--- config.mk ---
export PLATFORM = sky130hd
export DESIGN_NAME = swcs_top
export DESIGN_NICKNAME = d
export VERILOG_FILES = /design/src/shared/swcs_pkg.sv /design/src/rtl/swcs_top.sv
export SDC_FILE = /design/constraint.sdc
export NUM_CORES = 1
export LEC_CHECK = 0
export BUFFER_PORTS_ARGS = -buffer_cell sky130_fd_sc_hd__buf_2
export CAP_MARGIN = 20
export CORE_MARGIN = 4
export CORE_UTILIZATION = 40
export DETAILED_ROUTE_END_ITERATION = 7
export PLACE_DENSITY_LB_ADDON = 0.05
export SLEW_MARGIN = 20
export SYNTH_ARGS = -nofsm -noshare
export SYNTH_HDL_FRONTEND = slang
export SYNTH_SLANG_ARGS = --single-unit
--- constraint.sdc ---
create_clock -name i_core_clk -period 51.1 [get_ports i_core_clk]
set_input_delay 10.22 -clock i_core_clk [delete_from_list [all_inputs] [get_ports i_core_clk]]
set_output_delay 10.22 -clock i_core_clk [all_outputs]
set_load 0.01 [all_outputs]
--- src/shared/swcs_pkg.sv ---
// Purpose: Constants and carrier types for the switching clock select block
// Assumes: 25 MHz core clock, APB register access with 32-bit data
// Notes: All frequencies are held in kHz
package swcs_pkg;
    // Core clock and timing
    localparam int CLK_KHZ = 25000;
    localparam int CLK_NS = 40;
    localparam int SYNC_LOSS_NS = 5000;
    localparam int SYNC_LOSS_CYC = (SYNC_LOSS_NS + CLK_NS - 1) / CLK_NS;
    localparam int SLEW_STEP_NS = 1000;
    localparam int SLEW_STEP_CYC = SLEW_STEP_NS / CLK_NS;
    localparam int STRAP_SETTLE_CYC = 2;
    // Frequency limits and reset values, kHz
    localparam logic [11:0] FSW_DIG_RST = 12'h25f;
    localparam logic [11:0] FSW_DIG_MIN = 12'h0fa;
    localparam logic [11:0] FSW_DIG_MAX = 12'h5dc;
    localparam logic [11:0] FSW_SAT = 12'hfff;
    // Register byte offsets
    localparam logic [7:0] OFS_CTRL = 8'h00;
    localparam logic [7:0] OFS_FSW = 8'h04;
    localparam logic [7:0] OFS_STATUS = 8'h08;
    localparam logic [7:0] OFS_FREQ = 8'h0c;
    localparam logic [7:0] OFS_IRQ_STAT = 8'h10;
    localparam logic [7:0] OFS_IRQ_MASK = 8'h14;
    // Control register fields and reset values
    localparam int CTRL_OPCMD_EN_BIT = 0;
    localparam int CTRL_OP_ON_BIT = 1;
    localparam logic [1:0] CTRL_RST = 2'h2;
    // Interrupt bit positions
    localparam int IRQ_SYNC_ACQ = 0;
    localparam int IRQ_SYNC_LOST = 1;
    localparam int IRQ_FAIL = 2;
    localparam int IRQ_INIT_DONE = 3;
    localparam int IRQ_W = 4;
    // Status word, low bits of STATUS register
    typedef struct packed {
        logic conv_en;
        logic fail;
        logic sync_at_init;
        logic sync_active;
        logic init_done;
        logic analog;
    } swcs_stat_s;
endpackage

--- src/rtl/swcs_top.sv ---
// Purpose: Switching frequency select, sync lock, slewing and shutdown control
// Assumes: ADC result arrives on the core clock; pins are asynchronous
// Notes: Frequency output is a kHz word for the analog oscillator
//
// Decided for this implementation: the register offsets and the APB slave port.
`timescale 1ns/1ps
//////////////////////////////////////////////////////////////////////////////
// Overview of operation
// Floating address strap at init selects analog mode, else digital mode.
// Analog mode fixes frequency from one 10-bit ADC read during init.
// After init the pin is never sampled again for frequency.
// ADC code decodes into sixteen steps, 306 kHz up to 1500 kHz.
// Digital mode starts at 607 kHz, bus programmable 250 to 1500 kHz.
// Host should prefer odd frequencies such as 251 or 1454 kHz.
// Sync present at analog init must stay applied by the source.
// Analog sync lost after being present at init disables conversion.
// Sync first seen after init falls back to free-running on loss.
// Digital free-running frequency comes from register, sync taken directly.
// Applied sync clock is approached gradually, up or down.
// Removed sync clock slews gradually back to free-running frequency.
// Enable low turns both drivers off at once, no soft stop.
// Digital mode may also accept shutdown through operation command bit.
// Sync lost when no edge within window longer than longest period.
module swcs_top #(
    parameter int FREQ_W = 12
) (
    input wire logic i_core_clk, // Core clock, 25 MHz
    input wire logic i_srst, // Synchronous reset, active high
    input wire logic i_psel, // APB select
    input wire logic i_penable, // APB access phase
    input wire logic i_pwrite, // APB write
    input wire logic [7:0] i_paddr, // APB byte address
    input wire logic [31:0] i_pwdata, // APB write data
    output logic [31:0] o_prdata, // APB read data
    output logic o_pready, // APB ready
    output logic o_pslverr, // APB error, unmapped address
    input wire logic i_addr_float, // Address strap pin floating, async
    input wire logic i_freq_set_sync_pin, // Sync clock level on pin, async
    input wire logic i_enable, // Enable pin, async
    output logic o_adc_req, // ADC conversion request, level
    input wire logic i_adc_valid, // ADC result strobe
    input wire logic [9:0] i_adc_data, // ADC result
    output logic [FREQ_W-1:0] o_fsw_khz, // Switching frequency now, kHz
    output logic o_hs_drv_en, // High-side driver enable
    output logic o_ls_drv_en, // Low-side driver enable
    output logic o_irq // Interrupt, level
);
    typedef enum logic [1:0] {ST_STRAP, ST_ADC, ST_RUN} swcs_state_e;

    // Analog resistor decode table, kHz
    function automatic logic [FREQ_W-1:0] f_step_khz(input logic [3:0] idx);
        case (idx)
            4'h0: f_step_khz = FREQ_W'(306);
            4'h1: f_step_khz = FREQ_W'(356);
            4'h2: f_step_khz = FREQ_W'(400);
            4'h3: f_step_khz = FREQ_W'(444);
            4'h4: f_step_khz = FREQ_W'(500);
            4'h5: f_step_khz = FREQ_W'(550);
            4'h6: f_step_khz = FREQ_W'(600);
            4'h7: f_step_khz = FREQ_W'(706);
            4'h8: f_step_khz = FREQ_W'(750);
            4'h9: f_step_khz = FREQ_W'(800);
            4'ha: f_step_khz = FREQ_W'(923);
            4'hb: f_step_khz = FREQ_W'(1000);
            4'hc: f_step_khz = FREQ_W'(1091);
            4'hd: f_step_khz = FREQ_W'(1200);
            4'he: f_step_khz = FREQ_W'(1333);
            default: f_step_khz = FREQ_W'(1500);
        endcase
    endfunction

    // Restoring divide of clock rate by a measured period, saturating
    function automatic logic [FREQ_W-1:0] f_period_khz(input logic [7:0] den);
        logic [15:0] rem;
        logic [14:0] q;
        logic [14:0] num;
        rem = '0;
        q = '0;
        num = 15'(swcs_pkg::CLK_KHZ);
        for (int i = 14; i >= 0; i--) begin
            rem = {rem[14:0], num[i]};
            if (rem >= {8'h00, den}) begin
                rem = rem - {8'h00, den};
                q[i] = 1'b1;
            end
        end
        if (q > 15'(swcs_pkg::FSW_SAT)) begin
            f_period_khz = swcs_pkg::FSW_SAT;
        end else begin
            f_period_khz = q[FREQ_W-1:0];
        end
    endfunction

    //////////////////////////////////////////////////////////////////////////
    // Pin synchronisers, first stage read only by second
    logic [2:0] sync_pin_r;
    logic [1:0] en_pin_r;
    logic [1:0] strap_pin_r;
    always_ff @(posedge i_core_clk) begin
        sync_pin_r <= {sync_pin_r[1:0], i_freq_set_sync_pin};
        en_pin_r <= {en_pin_r[0], i_enable};
        strap_pin_r <= {strap_pin_r[0], i_addr_float};
    end
    logic sync_edge;
    assign sync_edge = sync_pin_r[1] & ~sync_pin_r[2];

    //////////////////////////////////////////////////////////////////////////
    // Init sequence: strap, then one ADC read in analog mode
    swcs_state_e state_r;
    logic [1:0] settle_r;
    logic analog_r;
    logic [FREQ_W-1:0] ana_khz_r;
    logic init_done_pulse;
    always_ff @(posedge i_core_clk) begin
        if (i_srst) begin
            state_r <= ST_STRAP;
            settle_r <= 2'h0;
            analog_r <= 1'b0;
            ana_khz_r <= FREQ_W'(swcs_pkg::FSW_DIG_RST);
        end else begin
            case (state_r)
                ST_STRAP: begin
                    settle_r <= settle_r + 2'h1;
                    if (settle_r == 2'(swcs_pkg::STRAP_SETTLE_CYC)) begin
                        analog_r <= strap_pin_r[1];
                        state_r <= strap_pin_r[1] ? ST_ADC : ST_RUN;
                    end
                end
                ST_ADC: if (i_adc_valid) begin
                    ana_khz_r <= f_step_khz(i_adc_data[9:6]);
                    state_r <= ST_RUN;
                end
                ST_RUN: state_r <= ST_RUN;
                default: state_r <= ST_STRAP;
            endcase
        end
    end
    // Request stays up only while the single conversion is pending
    assign o_adc_req = (state_r == ST_ADC);
    assign init_done_pulse = (state_r != ST_RUN) && !i_srst &&
        (((state_r == ST_ADC) && i_adc_valid) ||
         ((state_r == ST_STRAP) && (settle_r == 2'(swcs_pkg::STRAP_SETTLE_CYC)) &&
          !strap_pin_r[1]));
    logic init_done;
    assign init_done = (state_r == ST_RUN);

    //////////////////////////////////////////////////////////////////////////
    // Sync edge timing and loss detection
    logic [7:0] gap_r;
    logic seen_r;
    logic sync_active_r;
    logic [FREQ_W-1:0] ext_khz_r;
    logic sync_lost;
    logic sync_acq;
    assign sync_lost = sync_active_r && !sync_edge &&
        (gap_r == 8'(swcs_pkg::SYNC_LOSS_CYC - 1));
    assign sync_acq = sync_edge && seen_r && !sync_active_r;
    always_ff @(posedge i_core_clk) begin
        if (i_srst) begin
            gap_r <= 8'h00;
            seen_r <= 1'b0;
            sync_active_r <= 1'b0;
            ext_khz_r <= '0;
        end else if (sync_edge) begin
            gap_r <= 8'h00;
            seen_r <= 1'b1;
            if (seen_r) begin
                sync_active_r <= 1'b1;
                ext_khz_r <= f_period_khz(gap_r + 8'h01);
            end
        end else if (gap_r == 8'(swcs_pkg::SYNC_LOSS_CYC - 1)) begin
            // Too long without an edge: clock counts as gone
            seen_r <= 1'b0;
            sync_active_r <= 1'b0;
        end else begin
            gap_r <= gap_r + 8'h01;
        end
    end

    //////////////////////////////////////////////////////////////////////////
    // Sync-at-init tracking and failure latch
    logic sync_at_init_r;
    logic fail_r;
    always_ff @(posedge i_core_clk) begin
        if (i_srst) begin
            sync_at_init_r <= 1'b0;
            fail_r <= 1'b0;
        end else begin
            if (init_done_pulse) begin
                sync_at_init_r <= analog_r && sync_active_r;
            end
            // No resistor value to fall back on, so loss is fatal
            if (sync_lost && sync_at_init_r) begin
                fail_r <= 1'b1;
            end
        end
    end

    //////////////////////////////////////////////////////////////////////////
    // APB registers
    logic [1:0] ctrl_r;
    logic [FREQ_W-1:0] fsw_prog_r;
    logic [swcs_pkg::IRQ_W-1:0] irq_stat_r;
    logic [swcs_pkg::IRQ_W-1:0] irq_mask_r;
    logic [swcs_pkg::IRQ_W-1:0] irq_set;
    logic wr_en;
    logic mapped;
    assign wr_en = i_psel && i_penable && i_pwrite;
    assign mapped = (i_paddr == swcs_pkg::OFS_CTRL) || (i_paddr == swcs_pkg::OFS_FSW) ||
        (i_paddr == swcs_pkg::OFS_STATUS) || (i_paddr == swcs_pkg::OFS_FREQ) ||
        (i_paddr == swcs_pkg::OFS_IRQ_STAT) || (i_paddr == swcs_pkg::OFS_IRQ_MASK);
    assign o_pready = i_psel && i_penable;
    assign o_pslverr = i_psel && i_penable && !mapped;
    assign irq_set = {init_done_pulse, sync_lost && sync_at_init_r, sync_lost, sync_acq};

    // Control and frequency; analog mode keeps its loaded setup
    always_ff @(posedge i_core_clk) begin
        if (i_srst) begin
            ctrl_r <= swcs_pkg::CTRL_RST;
            fsw_prog_r <= FREQ_W'(swcs_pkg::FSW_DIG_RST);
        end else if (wr_en && !analog_r) begin
            if (i_paddr == swcs_pkg::OFS_CTRL) begin
                ctrl_r <= i_pwdata[1:0];
            end
            if (i_paddr == swcs_pkg::OFS_FSW) begin
                // Out of range values clamp to the nearest limit
                if (i_pwdata[31:FREQ_W] != '0 ||
                    i_pwdata[FREQ_W-1:0] > swcs_pkg::FSW_DIG_MAX) begin
                    fsw_prog_r <= swcs_pkg::FSW_DIG_MAX;
                end else if (i_pwdata[FREQ_W-1:0] < swcs_pkg::FSW_DIG_MIN) begin
                    fsw_prog_r <= swcs_pkg::FSW_DIG_MIN;
                end else begin
                    fsw_prog_r <= i_pwdata[FREQ_W-1:0];
                end
            end
        end
    end

    // Interrupt status, write one to clear, set wins
    always_ff @(posedge i_core_clk) begin
        if (i_srst) begin
            irq_stat_r <= '0;
            irq_mask_r <= '0;
        end else begin
            if (wr_en && i_paddr == swcs_pkg::OFS_IRQ_STAT) begin
                irq_stat_r <= (irq_stat_r & ~i_pwdata[swcs_pkg::IRQ_W-1:0]) | irq_set;
            end else begin
                irq_stat_r <= irq_stat_r | irq_set;
            end
            if (wr_en && i_paddr == swcs_pkg::OFS_IRQ_MASK) begin
                irq_mask_r <= i_pwdata[swcs_pkg::IRQ_W-1:0];
            end
        end
    end
    assign o_irq = |(irq_stat_r & irq_mask_r);

    //////////////////////////////////////////////////////////////////////////
    // Frequency target and gradual slewing
    logic [FREQ_W-1:0] free_khz;
    logic [FREQ_W-1:0] target_khz;
    logic [4:0] slew_div_r;
    logic slew_tick;
    assign free_khz = analog_r ? ana_khz_r : fsw_prog_r;
    assign target_khz = sync_active_r ? ext_khz_r : free_khz;
    assign slew_tick = (slew_div_r == 5'(swcs_pkg::SLEW_STEP_CYC - 1));
    always_ff @(posedge i_core_clk) begin
        if (i_srst || slew_tick) begin
            slew_div_r <= 5'h00;
        end else begin
            slew_div_r <= slew_div_r + 5'h01;
        end
    end
    // One kHz per tick so the loop never sees a step
    always_ff @(posedge i_core_clk) begin
        if (i_srst) begin
            o_fsw_khz <= '0;
        end else if (init_done_pulse) begin
            // Step comes straight from the ADC word; its register loads on this edge
            o_fsw_khz <= (analog_r && !sync_active_r) ?
                f_step_khz(i_adc_data[9:6]) : target_khz;
        end else if (init_done && slew_tick) begin
            if (o_fsw_khz < target_khz) begin
                o_fsw_khz <= o_fsw_khz + FREQ_W'(1);
            end else if (o_fsw_khz > target_khz) begin
                o_fsw_khz <= o_fsw_khz - FREQ_W'(1);
            end
        end
    end

    //////////////////////////////////////////////////////////////////////////
    // Driver enables: immediate off, no soft stop
    logic run_ok;
    assign run_ok = en_pin_r[1] && init_done && !fail_r &&
        !(!analog_r && ctrl_r[swcs_pkg::CTRL_OPCMD_EN_BIT] &&
          !ctrl_r[swcs_pkg::CTRL_OP_ON_BIT]);
    always_ff @(posedge i_core_clk) begin
        if (i_srst) begin
            o_hs_drv_en <= 1'b0;
            o_ls_drv_en <= 1'b0;
        end else begin
            o_hs_drv_en <= run_ok;
            o_ls_drv_en <= run_ok;
        end
    end

    //////////////////////////////////////////////////////////////////////////
    // Read data captured in the setup phase
    swcs_pkg::swcs_stat_s stat;
    assign stat = '{conv_en: o_hs_drv_en, fail: fail_r, sync_at_init: sync_at_init_r,
        sync_active: sync_active_r, init_done: init_done, analog: analog_r};
    always_ff @(posedge i_core_clk) begin
        if (i_srst) begin
            o_prdata <= '0;
        end else if (i_psel && !i_penable) begin
            case (i_paddr)
                swcs_pkg::OFS_CTRL: o_prdata <= {30'h0, ctrl_r};
                swcs_pkg::OFS_FSW: o_prdata <= {{(32-FREQ_W){1'b0}}, fsw_prog_r};
                swcs_pkg::OFS_STATUS: o_prdata <= {26'h0, stat};
                swcs_pkg::OFS_FREQ: o_prdata <= {{(32-FREQ_W){1'b0}}, o_fsw_khz};
                swcs_pkg::OFS_IRQ_STAT: o_prdata <= {28'h0, irq_stat_r};
                swcs_pkg::OFS_IRQ_MASK: o_prdata <= {28'h0, irq_mask_r};
                default: o_prdata <= '0;
            endcase
        end
    end
endmodule

# Word-level counts from Yosys, hierarchy flattened
# Memory sizes are Yosys's and may differ from the RTL's. A register that Yosys moved wholly into a read port is not among the register bits.
# Cells that the tools add are included.
[totals]
out_inout_bits = 50
rom_bits = 352
latch_bits = 0
elab_cells = 278
memories = 2
regBits = 120
mem_bits_rw = 0
inputBits = 59
[memory_table]
columns = ["memory", "depth", "width", "rd", "rd_ports_with_merged_regs", "wr", "line_no", "source"]
rows = [
  ["(name not given)", 16, 11, 1, 0, 0, "swcs_top.sv:52", "case (idx)"],
  ["(name not given)", 16, 11, 1, 1, 0, "swcs_top.sv:52", ""],
]
[classes]
reduce_logical = 59
shift = 0
add_sub_neg = 19
eq_ne = 14
mul = 0
bitwise = 7
div_mod_pow = 0
muxes = 136
magnitude_cmp = 20
[op_table]
columns = ["cell", "count"]
rows = [
  ["$mux W15", 56],
  ["$ge A16 B8 Y1", 14],
  ["$sub A15 B8 Y15", 13],
  ["$mux W12", 10],
  ["$pmux W12 S6", 1],
  ["$mux W1", 64],
  ["$logic_and A1 B1 Y1", 25],
  ["$reduce_bool A20 Y1", 1],
  ["$eq A8 B4 Y1 const B", 2],
  ["$eq A8 B5 Y1 const B", 2],
  ["$reduce_and A2 Y1", 8],
  ["$gt A15 B12 Y1 const B", 1],
  ["$add A12 B1 Y12 const B", 1],
  ["$gt A12 B11 Y1 const B", 1],
  ["$gt A12 B12 Y1", 1],
  ["$lt A12 B12 Y1", 1],
  ["$lt A12 B8 Y1 const B", 1],
  ["$sub A12 B1 Y12 const B", 1],
  ["$logic_not A1 Y1", 10],
  ["$sub A1 B8 Y9 const A", 1],
  ["$add A8 B1 Y8 const B", 1],
  ["$and A4 B4 Y4", 2],
  ["$eq A8 B3 Y1 const B", 1],
  ["$eq A8 B7 Y1 const B", 1],
  ["other kinds (22)", 36],
]

# Logic depth before layout (Yosys ltp)
# Gate-level depths: netlist of the first run.
[depth]
ltp_word = 78
ltp_mapped = 199
ltp_nobuf = 180

# Least setup slack after synthesis of the first run
# OpenSTA, ideal clock, no wires.
[synth_timing]
kind = "reg2reg"
startpoint = "register gap_r[0]"
endpoint = "register ext_khz_r[0]"
t_arrival_ps = 34260
slack_ps = 16708
path_stages_with_launch = 190
required_ps = 50967
setup_time_ps = 133
period_less_slack_ps = 34392
cell_sequence = "dfxtp_1 -> buf_4 -> clkbuf_1 -> clkinv_1 -> buf_6 -> ha_1 -> inv_1 -> ha_1 -> o211a_1 -> nand3_2 -> inv_1 -> ha_1 -> a21o_1 -> nor3_1 -> a21o_1 -> nand2_1 -> nor2_2 -> nor2_1 -> [154 not listed] -> mux2i_1 -> ha_1 -> a21o_1 -> a21oi_1 -> o21bai_1 -> a21o_1 -> a21o_1 -> o41ai_2 -> and2b_1 -> nand4_1 -> mux2_1 -> ha_1 -> a21o_1 -> a21o_1 -> a21oi_1 -> o211ai_1 -> a221oi_1 -> a211oi_2"
[synth_between]
elab_chain_len = 78
[synth_lines]
columns = ["element", "line_no", "source"]
rows = [
  ["from (decl)", "swcs_top.sv:149", "logic [7:0] gap_r;"],
  ["from (signal assigned)", "swcs_top.sv:176", "gap_r <= gap_r + 8'h01;"],
  ["$add A8 B1 Y8 *", "swcs_top.sv:169", "ext_khz_r <= f_period_khz(gap_r + 8'h01);"],
  ["$sub A1 B8 Y9 / $ge A1 B8 Y1 (equally long branches)", "swcs_top.sv:83, swcs_top.sv:82", ""],
  ["$mux W15", "swcs_top.sv:82", "if (rem >= {8'h00, den}) begin"],
  ["$mux W15", "swcs_top.sv:167", "if (seen_r) begin"],
  ["$mux W15", "swcs_top.sv:164", "end else if (sync_edge) begin"],
  ["$mux W15", "swcs_top.sv:159", "if (i_srst) begin"],
  ["$sub A15 B8 Y15 / $ge A16 B8 Y1 (equally long branches)", "swcs_top.sv:83, swcs_top.sv:82", ""],
  ["$mux W15", "swcs_top.sv:82", ""],
  ["[62 not listed]", "n/a", ""],
  ["$mux W15", "swcs_top.sv:159", ""],
  ["$ge A16 B8 Y1", "swcs_top.sv:82", ""],
  ["$mux W1", "swcs_top.sv:82", ""],
  ["$mux W1", "swcs_top.sv:167", ""],
  ["$mux W1", "swcs_top.sv:164", ""],
  ["$mux W1", "swcs_top.sv:159", ""],
  ["$gt A15 B12 Y1", "swcs_top.sv:87", "if (q > 15'(swcs_pkg::FSW_SAT)) begin"],
  ["$mux W12 *", "swcs_top.sv:87", ""],
  ["to (signal assigned)", "swcs_top.sv:169", ""],
  ["to (decl)", "swcs_top.sv:152", "logic [FREQ_W-1:0] ext_khz_r;"],
]
# Mark *: on every way between the ends. The rest lies on a longest branch, timed or not. The select of a mux whose other input is x is not followed.
# A chain may end at the register's enable or synchronous reset.

# Worst setup path in the final report of the first run
[layout_timing]
startpoint = "register gap_r[1]"
endpoint = "register ext_khz_r[0]"
# The elaborated chain is that of the path after synthesis.

==> qor.yml, run 1 <==
run_status: "finished clean"
crit_path_end_kind: "flip-flop"
dieWidth_um: 201
cell_type_with_the_highest_aggregate_area_in_the_netlist: "dfxtp_1"
via_count: 14648
fillCellCount: 3868
buffer_ports.inserted: 82
die_h_um: 201
synth_edf_count: 0
placementRows: 70
total_clock_buffers_created_by_cts: 9
yosys_top_cell_area_share_pct: 13.3
gp_routability_congestion: 0.857
route.detailed.wl_per_inst_um: 18.4
post_synth_inst_count: 1991
final_max_slew_viol_count: 0
max-slew-margin-rel_pct: 41.7
rsz0062_at_grt: "no"
start_util_pct: 40.6
yosys_register_bits: 99
synth_top_cells_by_area: "dfxtp_1 (13%), ha_1 (12%), a21oi_1 (6.1%), nor2_1 (5.4%), mux2i_1 (4.4%)"
crit_slowest_cell: "dfxtp_1"
cts-root-buf: "clkbuf_16"
yosysMostFrequentCell: "nor2_1"
fp.dieArea_mm2: 0.0403
cp.arrival_ps: 40750
global_route_track_usage_on_met3_pct: 1.84
hold_bufs_inserted_after_cts: 0
max_cap_viols: 0
grt_pass1_wl_um: 74000
postSynth.asyncResetShare_pct: 0
design.final.nets: 2232
grt-busiest-layer: "met2"
min_clock_period_post_route_ps: 40540
critPathMaxStageDelay_ps: 800
finalSetupTns_ps: 0
io-pin-count: 109
placeableCoreArea_mm2: 0.0366
growth_of_design_area_from_synthesis_to_finish_pct: 6.80
post_cts_resize_count: 0
grt_util_met2_pct: 38.3
final-setup-viol-count: 0
worst_setup_hold_path_clk_slew_ps: 80
routed_via_count_divided_by_cell_count: 5.85
drtPass1Iterations: 5
postRouteAntennaNets: 0
grt.overflow.total: 0
mapped_avg_cell_area_um2: 7.46
yosys_warnings: 0
cts_tree: "yes"
place.detailed.hpwl_um: 36900
path_common_cell: "a21o_1"
place_worst_setup_slack_ps: 10690
synth.lib_cells_used.distinct: 122
skew_ps: 11.3
timing.critical_path.required_ps: 51320
synth_top_cells_by_count: "nor2_1 (212), a21oi_1 (182), nand2_1 (165), ha_1 (137), o21ai_0 (106)"
remaining_drc_errors: 0
antenna_found_initial: 1
crit_type: "flip-flop to flip-flop"
clk_path_buf_depth: 2
routed_wirelength_um: 46000
number_of_global_route_vias_before_repair: 13961
setup.worst_path.start_class: "flip-flop"
hp-class: "flip-flop to flip-flop"
cts_h_tree_depth: 3
clock_insertion_delay_worst_skew_ps: 350
clkSinkCount: 99
synth_area_mm2: 0.0148
critical_path_peak_fanout: 30
worst_pin_slew_ps: 867
final.period_utilization_pct: 79.3
yosysSeqAreaShare_pct: 13.3
layout_cells_sized_above_1_pct: 11.8
synthFlopType: "dfxtp_1"
hold_viol_final: 0
grt_use_met1_pct: 28.9
final_critical_path_setup_slack_ps: 10560
post_cts.repair.setup_buffers: 0
first_iter_violations: 773
groute.usage.overall_pct: 21.8
grt_max_degree: 64
fmax_ghz: 0.0247
[routing by layer]
metal	share of wire, %	up-vias
met5	0	-
met3	2.6	57
met1	47	6937
met2	48	249
met4	2.3	0
li1	-	7405
[layout by cell type, fill, tap and decap left out, drive strengths merged, types with 7 or more instances in the layout]
cell type,instances
a211oi,47
a21boi,7
a21o,67
a21oi,191
a221oi,8
a22oi,24
a31o,7
a31oi,19
and2,21
and3,13
and4,10
buf,99
clkbuf,10
conb,22
dfxtp,99
ha,137
inv,75
mux2,21
mux2i,68
nand2,167
nand2b,30
nand3,44
nand3b,10
nand4,30
nor2,216
nor2b,34
nor3,52
nor4,23
o211ai,22
o21a,15
o21ai,122
o21bai,27
o22ai,11
o31ai,12
or2,14
or3,13
or4,7
xnor2,76
xor2,52
[stage by stage]
step / cells / hold slack, ps / instance area (um2) / utilization, %
4_1_cts: 2503 / 335 / 15900 / 43.3
2_1_floorplan: 2012 / 310 / 14900 / -
3_5_place_dp: 2487 / 318 / 15500 / 42.4
5_1_grt: 2504 / 343 / 15900 / 43.3
6_report: 2504 / 330 / 15900 / 43.3
3_3_place_gp: 2487 / 315 / 15500 / 42.4
[worst max-delay path, delay by kind of cell (launching register included)]
| kind | cells | cell delay (ps) |
|---|---|---|
| fa+ha+maj | 16 | 5270 |
| flops | 1 | 800 |
| mux | 7 | 1950 |
| compound gates | 80 | 15960 |
| simple gates | 59 | 14150 |
| buf+inv | 11 | 2120 |
[flip-flops by register name, summed over array words and instances (netlist names), 3 cells and up]
register,count
slew_div_r,5
sync_pin_r,3
fsw_prog_r,12
ext_khz_r,12
o_fsw_khz,12
irq_stat_r,4
o_prdata,12
gap_r,8
irq_mask_r,4
ana_khz_r,11
[path summary, 6_finish.rpt]
check | start | to | slack [ps] | cells past startpoint
max | gap_r[1]$_SDFFE_PP0N_ | ext_khz_r[0]$_SDFFE_PP0P_ | 10560 | 173
min | sync_pin_r[0]$_DFF_P_ | sync_pin_r[1]$_DFF_P_ | 330 | 0
max reg2reg | gap_r[1]$_SDFFE_PP0N_ | ext_khz_r[0]$_SDFFE_PP0P_ | 10560 | 173
min reg2reg | sync_pin_r[0]$_DFF_P_ | sync_pin_r[1]$_DFF_P_ | 330 | 0
[cell type report]
class	count	area [um2]	share of cell area, %
multi-input cells	1745	12200	76.6
flip-flops and latches	99	1980	12.5
well taps	468	586	3.69
repair buffers	99	538	3.39
inverters	76	285	1.80
clock buffers	10	239	1.51
clock inverters	6	72.6	0.458
diodes	1	2.50	0.0158
[cells by family (layout without fill, tap and decap cells)]
kind of cell    Yosys count  after routing  synth area share, %
compound gates          651            651                 29.9
xor+xnor                128            128                 7.65
fa+ha+maj               144            144                 12.4
buf+inv                 168            191                 5.65
flops                    99             99                 13.3
mux                      89             89                 6.29
other cells               1             23               0.0253
simple gates            711            711                 24.7
Power of run 1 is left out: the tool's default activity adds up to more than one toggle a clock period on the data nets, which glitch-free logic cannot reach.
==> run 2: changes to the inputs <==
--- a/config.mk
+++ b/config.mk
@@ -5,6 +5,7 @@
 export SDC_FILE = /design/constraint.sdc
 export NUM_CORES = 1
 export LEC_CHECK = 0
+export ABC_AREA = 1
 export BUFFER_PORTS_ARGS = -buffer_cell sky130_fd_sc_hd__buf_2
 export CAP_MARGIN = 20
 export CORE_MARGIN = 4
==> constraint.sdc (replaced) <==
create_clock -name i_core_clk -period 35.2 [get_ports i_core_clk]
set_input_delay 7.04 -clock i_core_clk [delete_from_list [all_inputs] [get_ports i_core_clk]]
set_output_delay 7.04 -clock i_core_clk [all_outputs]
set_load 0.01 [all_outputs]
==> run 2 against run 1 <==
Compared with the run above:
- clock skew grew 4.2 ps
- critical endpoint unchanged
- register-to-register slack worse by 6400 ps
- hold slack worse by 5.9 ps
- critical path type unchanged
- via count grew 7.6%
==> qor.yml, run 2 <==
yosys_top_cell_area_share_pct: 16.1  # was 13.3%
placeableCoreArea_mm2: 0.0367  # was 0.0366 mm2
placementRows: 70  # unchanged
cp.arrival_ps: 31320  # was 40750 ps
layout.core_utilization_pct: 43.6  # was 43.3%
synth_edf_count: 0  # unchanged
total_clock_buffers_created_by_cts: 9  # unchanged
growth_of_design_area_from_synthesis_to_finish_pct: 7.29  # was 6.80%
dieWidth_um: 201  # about the same
fp.dieArea_mm2: 0.0404  # was 0.0403 mm2
cts_tree: "yes"  # unchanged
synth_area_mm2: 0.0149  # was 0.0148 mm2
holdPathEnd: "en_pin_r[1]$_DFF_P_"  # was sync_pin_r[1]$_DFF_P_
setup.worst_path.start_class: "flip-flop"  # unchanged
design.final.nets: 2770  # was 2232
post_cts_resize_count: 0  # unchanged
worstHoldPathCells: 0  # unchanged
yosys_warnings: 0  # unchanged
die_h_um: 201  # about the same
synthFlopType: "dfxtp_1"  # unchanged
mostFrequentLayoutCell: "nand2_1"  # was nor2_1
cell_type_with_the_highest_aggregate_area_in_the_netlist: "nand2_1"  # was dfxtp_1
rrSetupSlack_ps: 4120  # was 10560 ps
rsz0062_at_grt: "no"  # unchanged
first_iter_violations: 639  # was 773
yosysMostFrequentCell: "nand2_1"  # was nor2_1
final-setup-viol-count: 0  # unchanged
yosysSeqAreaShare_pct: 13.3  # about the same
grt.overflow.total: 0  # unchanged
regToRegEndpoint: "ext_khz_r[0]$_SDFFE_PP0P_"  # unchanged
crit_type: "flip-flop to flip-flop"  # unchanged
mapped_avg_cell_area_um2: 5.93  # was 7.46 um2
cts-root-buf: "clkbuf_16"  # unchanged
hold_bufs_inserted_after_cts: 0  # unchanged
gp_routability_congestion: 0.881  # was 0.857
final_critical_path_setup_slack_ps: 4120  # was 10560 ps
clock_insertion_delay_worst_skew_ps: 360  # was 350 ps
synth_top_cells_by_count: "nand2_1 (639), inv_1 (335), nor2_1 (226), o21ai_0 (190), nand3_1 (177)"  # was nor2_1 (212), a21oi_1 (182), nand2_1 (165), ha_1 (137), o21ai_0 (106)
synth_top_cells_by_area: "nand2_1 (16%), dfxtp_1 (13%), ha_1 (11%), inv_1 (8.4%), o21ai_0 (6.4%)"  # was dfxtp_1 (13%), ha_1 (12%), a21oi_1 (6.1%), nor2_1 (5.4%), mux2i_1 (4.4%)
hp-class: "flip-flop to flip-flop"  # unchanged
worstReg2RegStart: "gap_r[0]$_SDFFE_PP0N_"  # was gap_r[1]$_SDFFE_PP0N_
placed_cells_incl_taps: 3025  # was 2487
place.detailed.hpwl_um: 37000  # was 36900 um
synth.lib_cells_used.distinct: 58  # was 122
drtPass1Iterations: 7  # was 5
critical_path_peak_fanout: 33  # was 30
cts_h_tree_depth: 3  # unchanged
max_cap_viols: 0  # unchanged
crit_slowest_cell: "nor2_1"  # was dfxtp_1
timing.critical_path.required_ps: 35440  # was 51320 ps
post_cts.repair.setup_buffers: 0  # unchanged
min-delay-start: "en_pin_r[0]$_DFF_P_"  # was sync_pin_r[0]$_DFF_P_
route.detailed.wl_per_inst_um: 14.8  # was 18.4 um
grt_pass1_wl_um: 74300  # was 74000 um
critPathMaxStageDelay_ps: 720  # was 800 ps
antenna_cells: 0  # was 1
via_count: 15765  # was 14648
most-common-layout-cells: "nand2_1 (639), inv_1 (335), nor2_1 (226)"  # was nor2_1 (212), a21oi_1 (182), nand2_1 (165)
yosys_register_bits: 99  # unchanged
groute.usage.overall_pct: 21.6  # was 21.8%
routed_wirelength_um: 45000  # was 46000 um
post_synth_inst_count: 2514  # was 1991
postSynth.asyncResetShare_pct: 0  # unchanged
routed_via_count_divided_by_cell_count: 5.18  # was 5.85
worst_setup_hold_path_clk_slew_ps: 80  # about the same
hold_viol_final: 0  # unchanged
clk_path_buf_depth: 2  # unchanged
run_status: "finished clean"  # unchanged
buffer_ports.inserted: 82  # unchanged
clkSinkCount: 99  # unchanged
io-pin-count: 109  # unchanged
remaining_drc_errors: 0  # unchanged
fmax_ghz: 0.0322  # was 0.0247 GHz
antenna_found_initial: 0  # was 1
skew_ps: 15.5  # was 11.3 ps
finalSetupTns_ps: 0  # unchanged
final_max_slew_viol_count: 0  # unchanged
postRouteAntennaNets: 0  # unchanged
start_util_pct: 40.6  # about the same
number_of_global_route_vias_before_repair: 14930  # was 13961
reg2reg_depth: 160  # was 173
layout_cells_sized_above_1_pct: 8.78  # was 11.8%
place_worst_setup_slack_ps: 3900  # was 10690 ps
min_clock_period_post_route_ps: 31080  # was 40540 ps
worst_pin_slew_ps: 937  # was 867 ps
max-slew-margin-rel_pct: 37.3  # was 41.7%
layout.cells.non_filler: 3041  # was 2504
grt_max_degree: 43  # was 64
final.period_utilization_pct: 88.3  # was 79.3%
crit_path_end_kind: "flip-flop"  # unchanged
-- run 2: cell count changes after synthesis, sizes merged, moves of 26 or more --
cell / change
nand2: +516
inv: +272
nand3: +147
o21ai: +78
mux2i: -68
a21o: -61
a211oi: -39
nor2: +39
nor2b: -34
xnor2: -33
nand2b: -30
nand4: +26
-- run 2: worst max-delay path by stage --
stage | slack [ps] | to | from
floorplan | 9830 | ext_khz_r[0]$_SDFFE_PP0P_ | gap_r[0]$_SDFFE_PP0N_
global placement | 4140 | ext_khz_r[0]$_SDFFE_PP0P_ | gap_r[0]$_SDFFE_PP0N_
detailed placement | 3900 | ext_khz_r[0]$_SDFFE_PP0P_ | gap_r[0]$_SDFFE_PP0N_
CTS | 3780 | ext_khz_r[0]$_SDFFE_PP0P_ | gap_r[0]$_SDFFE_PP0N_
global route | 350 | ext_khz_r[0]$_SDFFE_PP0P_ | gap_r[0]$_SDFFE_PP0N_
finish | 4120 | ext_khz_r[0]$_SDFFE_PP0P_ | gap_r[0]$_SDFFE_PP0N_
-- run 2: layer usage --
metal | GRT usage [%] | vias up | wire [um]
met3 | 1.55 | 42 | 1080
li1 | - | 8383 | -
met2 | 41.1 | 202 | 22800
met4 | 6.24 | 0 | 1130
met1 | 26.1 | 7138 | 20000
met5 | 0 | - | 0
-- run 2: final cells by class --
class | instances | area (um2)
Timing Repair Buffer | 94 | 500
Sequential cell | 99 | 1980
Multi-Input combinational cell | 2015 | 11300
Tap cell | 468 | 586
Clock inverter | 6 | 100
Clock buffer | 10 | 229
Inverter | 349 | 1310
Fill cell | 3988 | 20700
-- run 2: logic make-up (layout without fill, tap and decap cells) --
family,count (synthesis),after routing,share of synthesized area (%)
AOI/OAI and AO/OA,489,489,18.4
xor gates and xnor gates,106,106,6.22
adders and majority gates,143,143,12.3
buffers and inverters,421,459,11.5
DFF,99,99,13.3
other,1,22,0.0251
and+or+nand+nor,1255,1255,38.2
-- run 2: metrics by stage --
| stage | hold slack [ps] | instance area [um2] |
|---|---|---|
| 2_1_floorplan | 310 | 15000 |
| 3_3_place_gp | 311 | 15700 |
| 3_5_place_dp | 316 | 15700 |
| 4_1_cts | 333 | 16000 |
| 5_1_grt | 333 | 16000 |
| 6_report | 325 | 16000 |
-- run 2: worst max-delay path, delay by kind of cell, from the launching register on --
family                   cells  cell delay, ps
AO/OA/AOI/OAI               42            8310
buffers and inverters       25            3900
AND/OR/NAND/NOR             77           12630
adder cells (fa/ha/maj)     16            5680
flip-flops                   1             310
Power of run 2 is left out for the same reason.
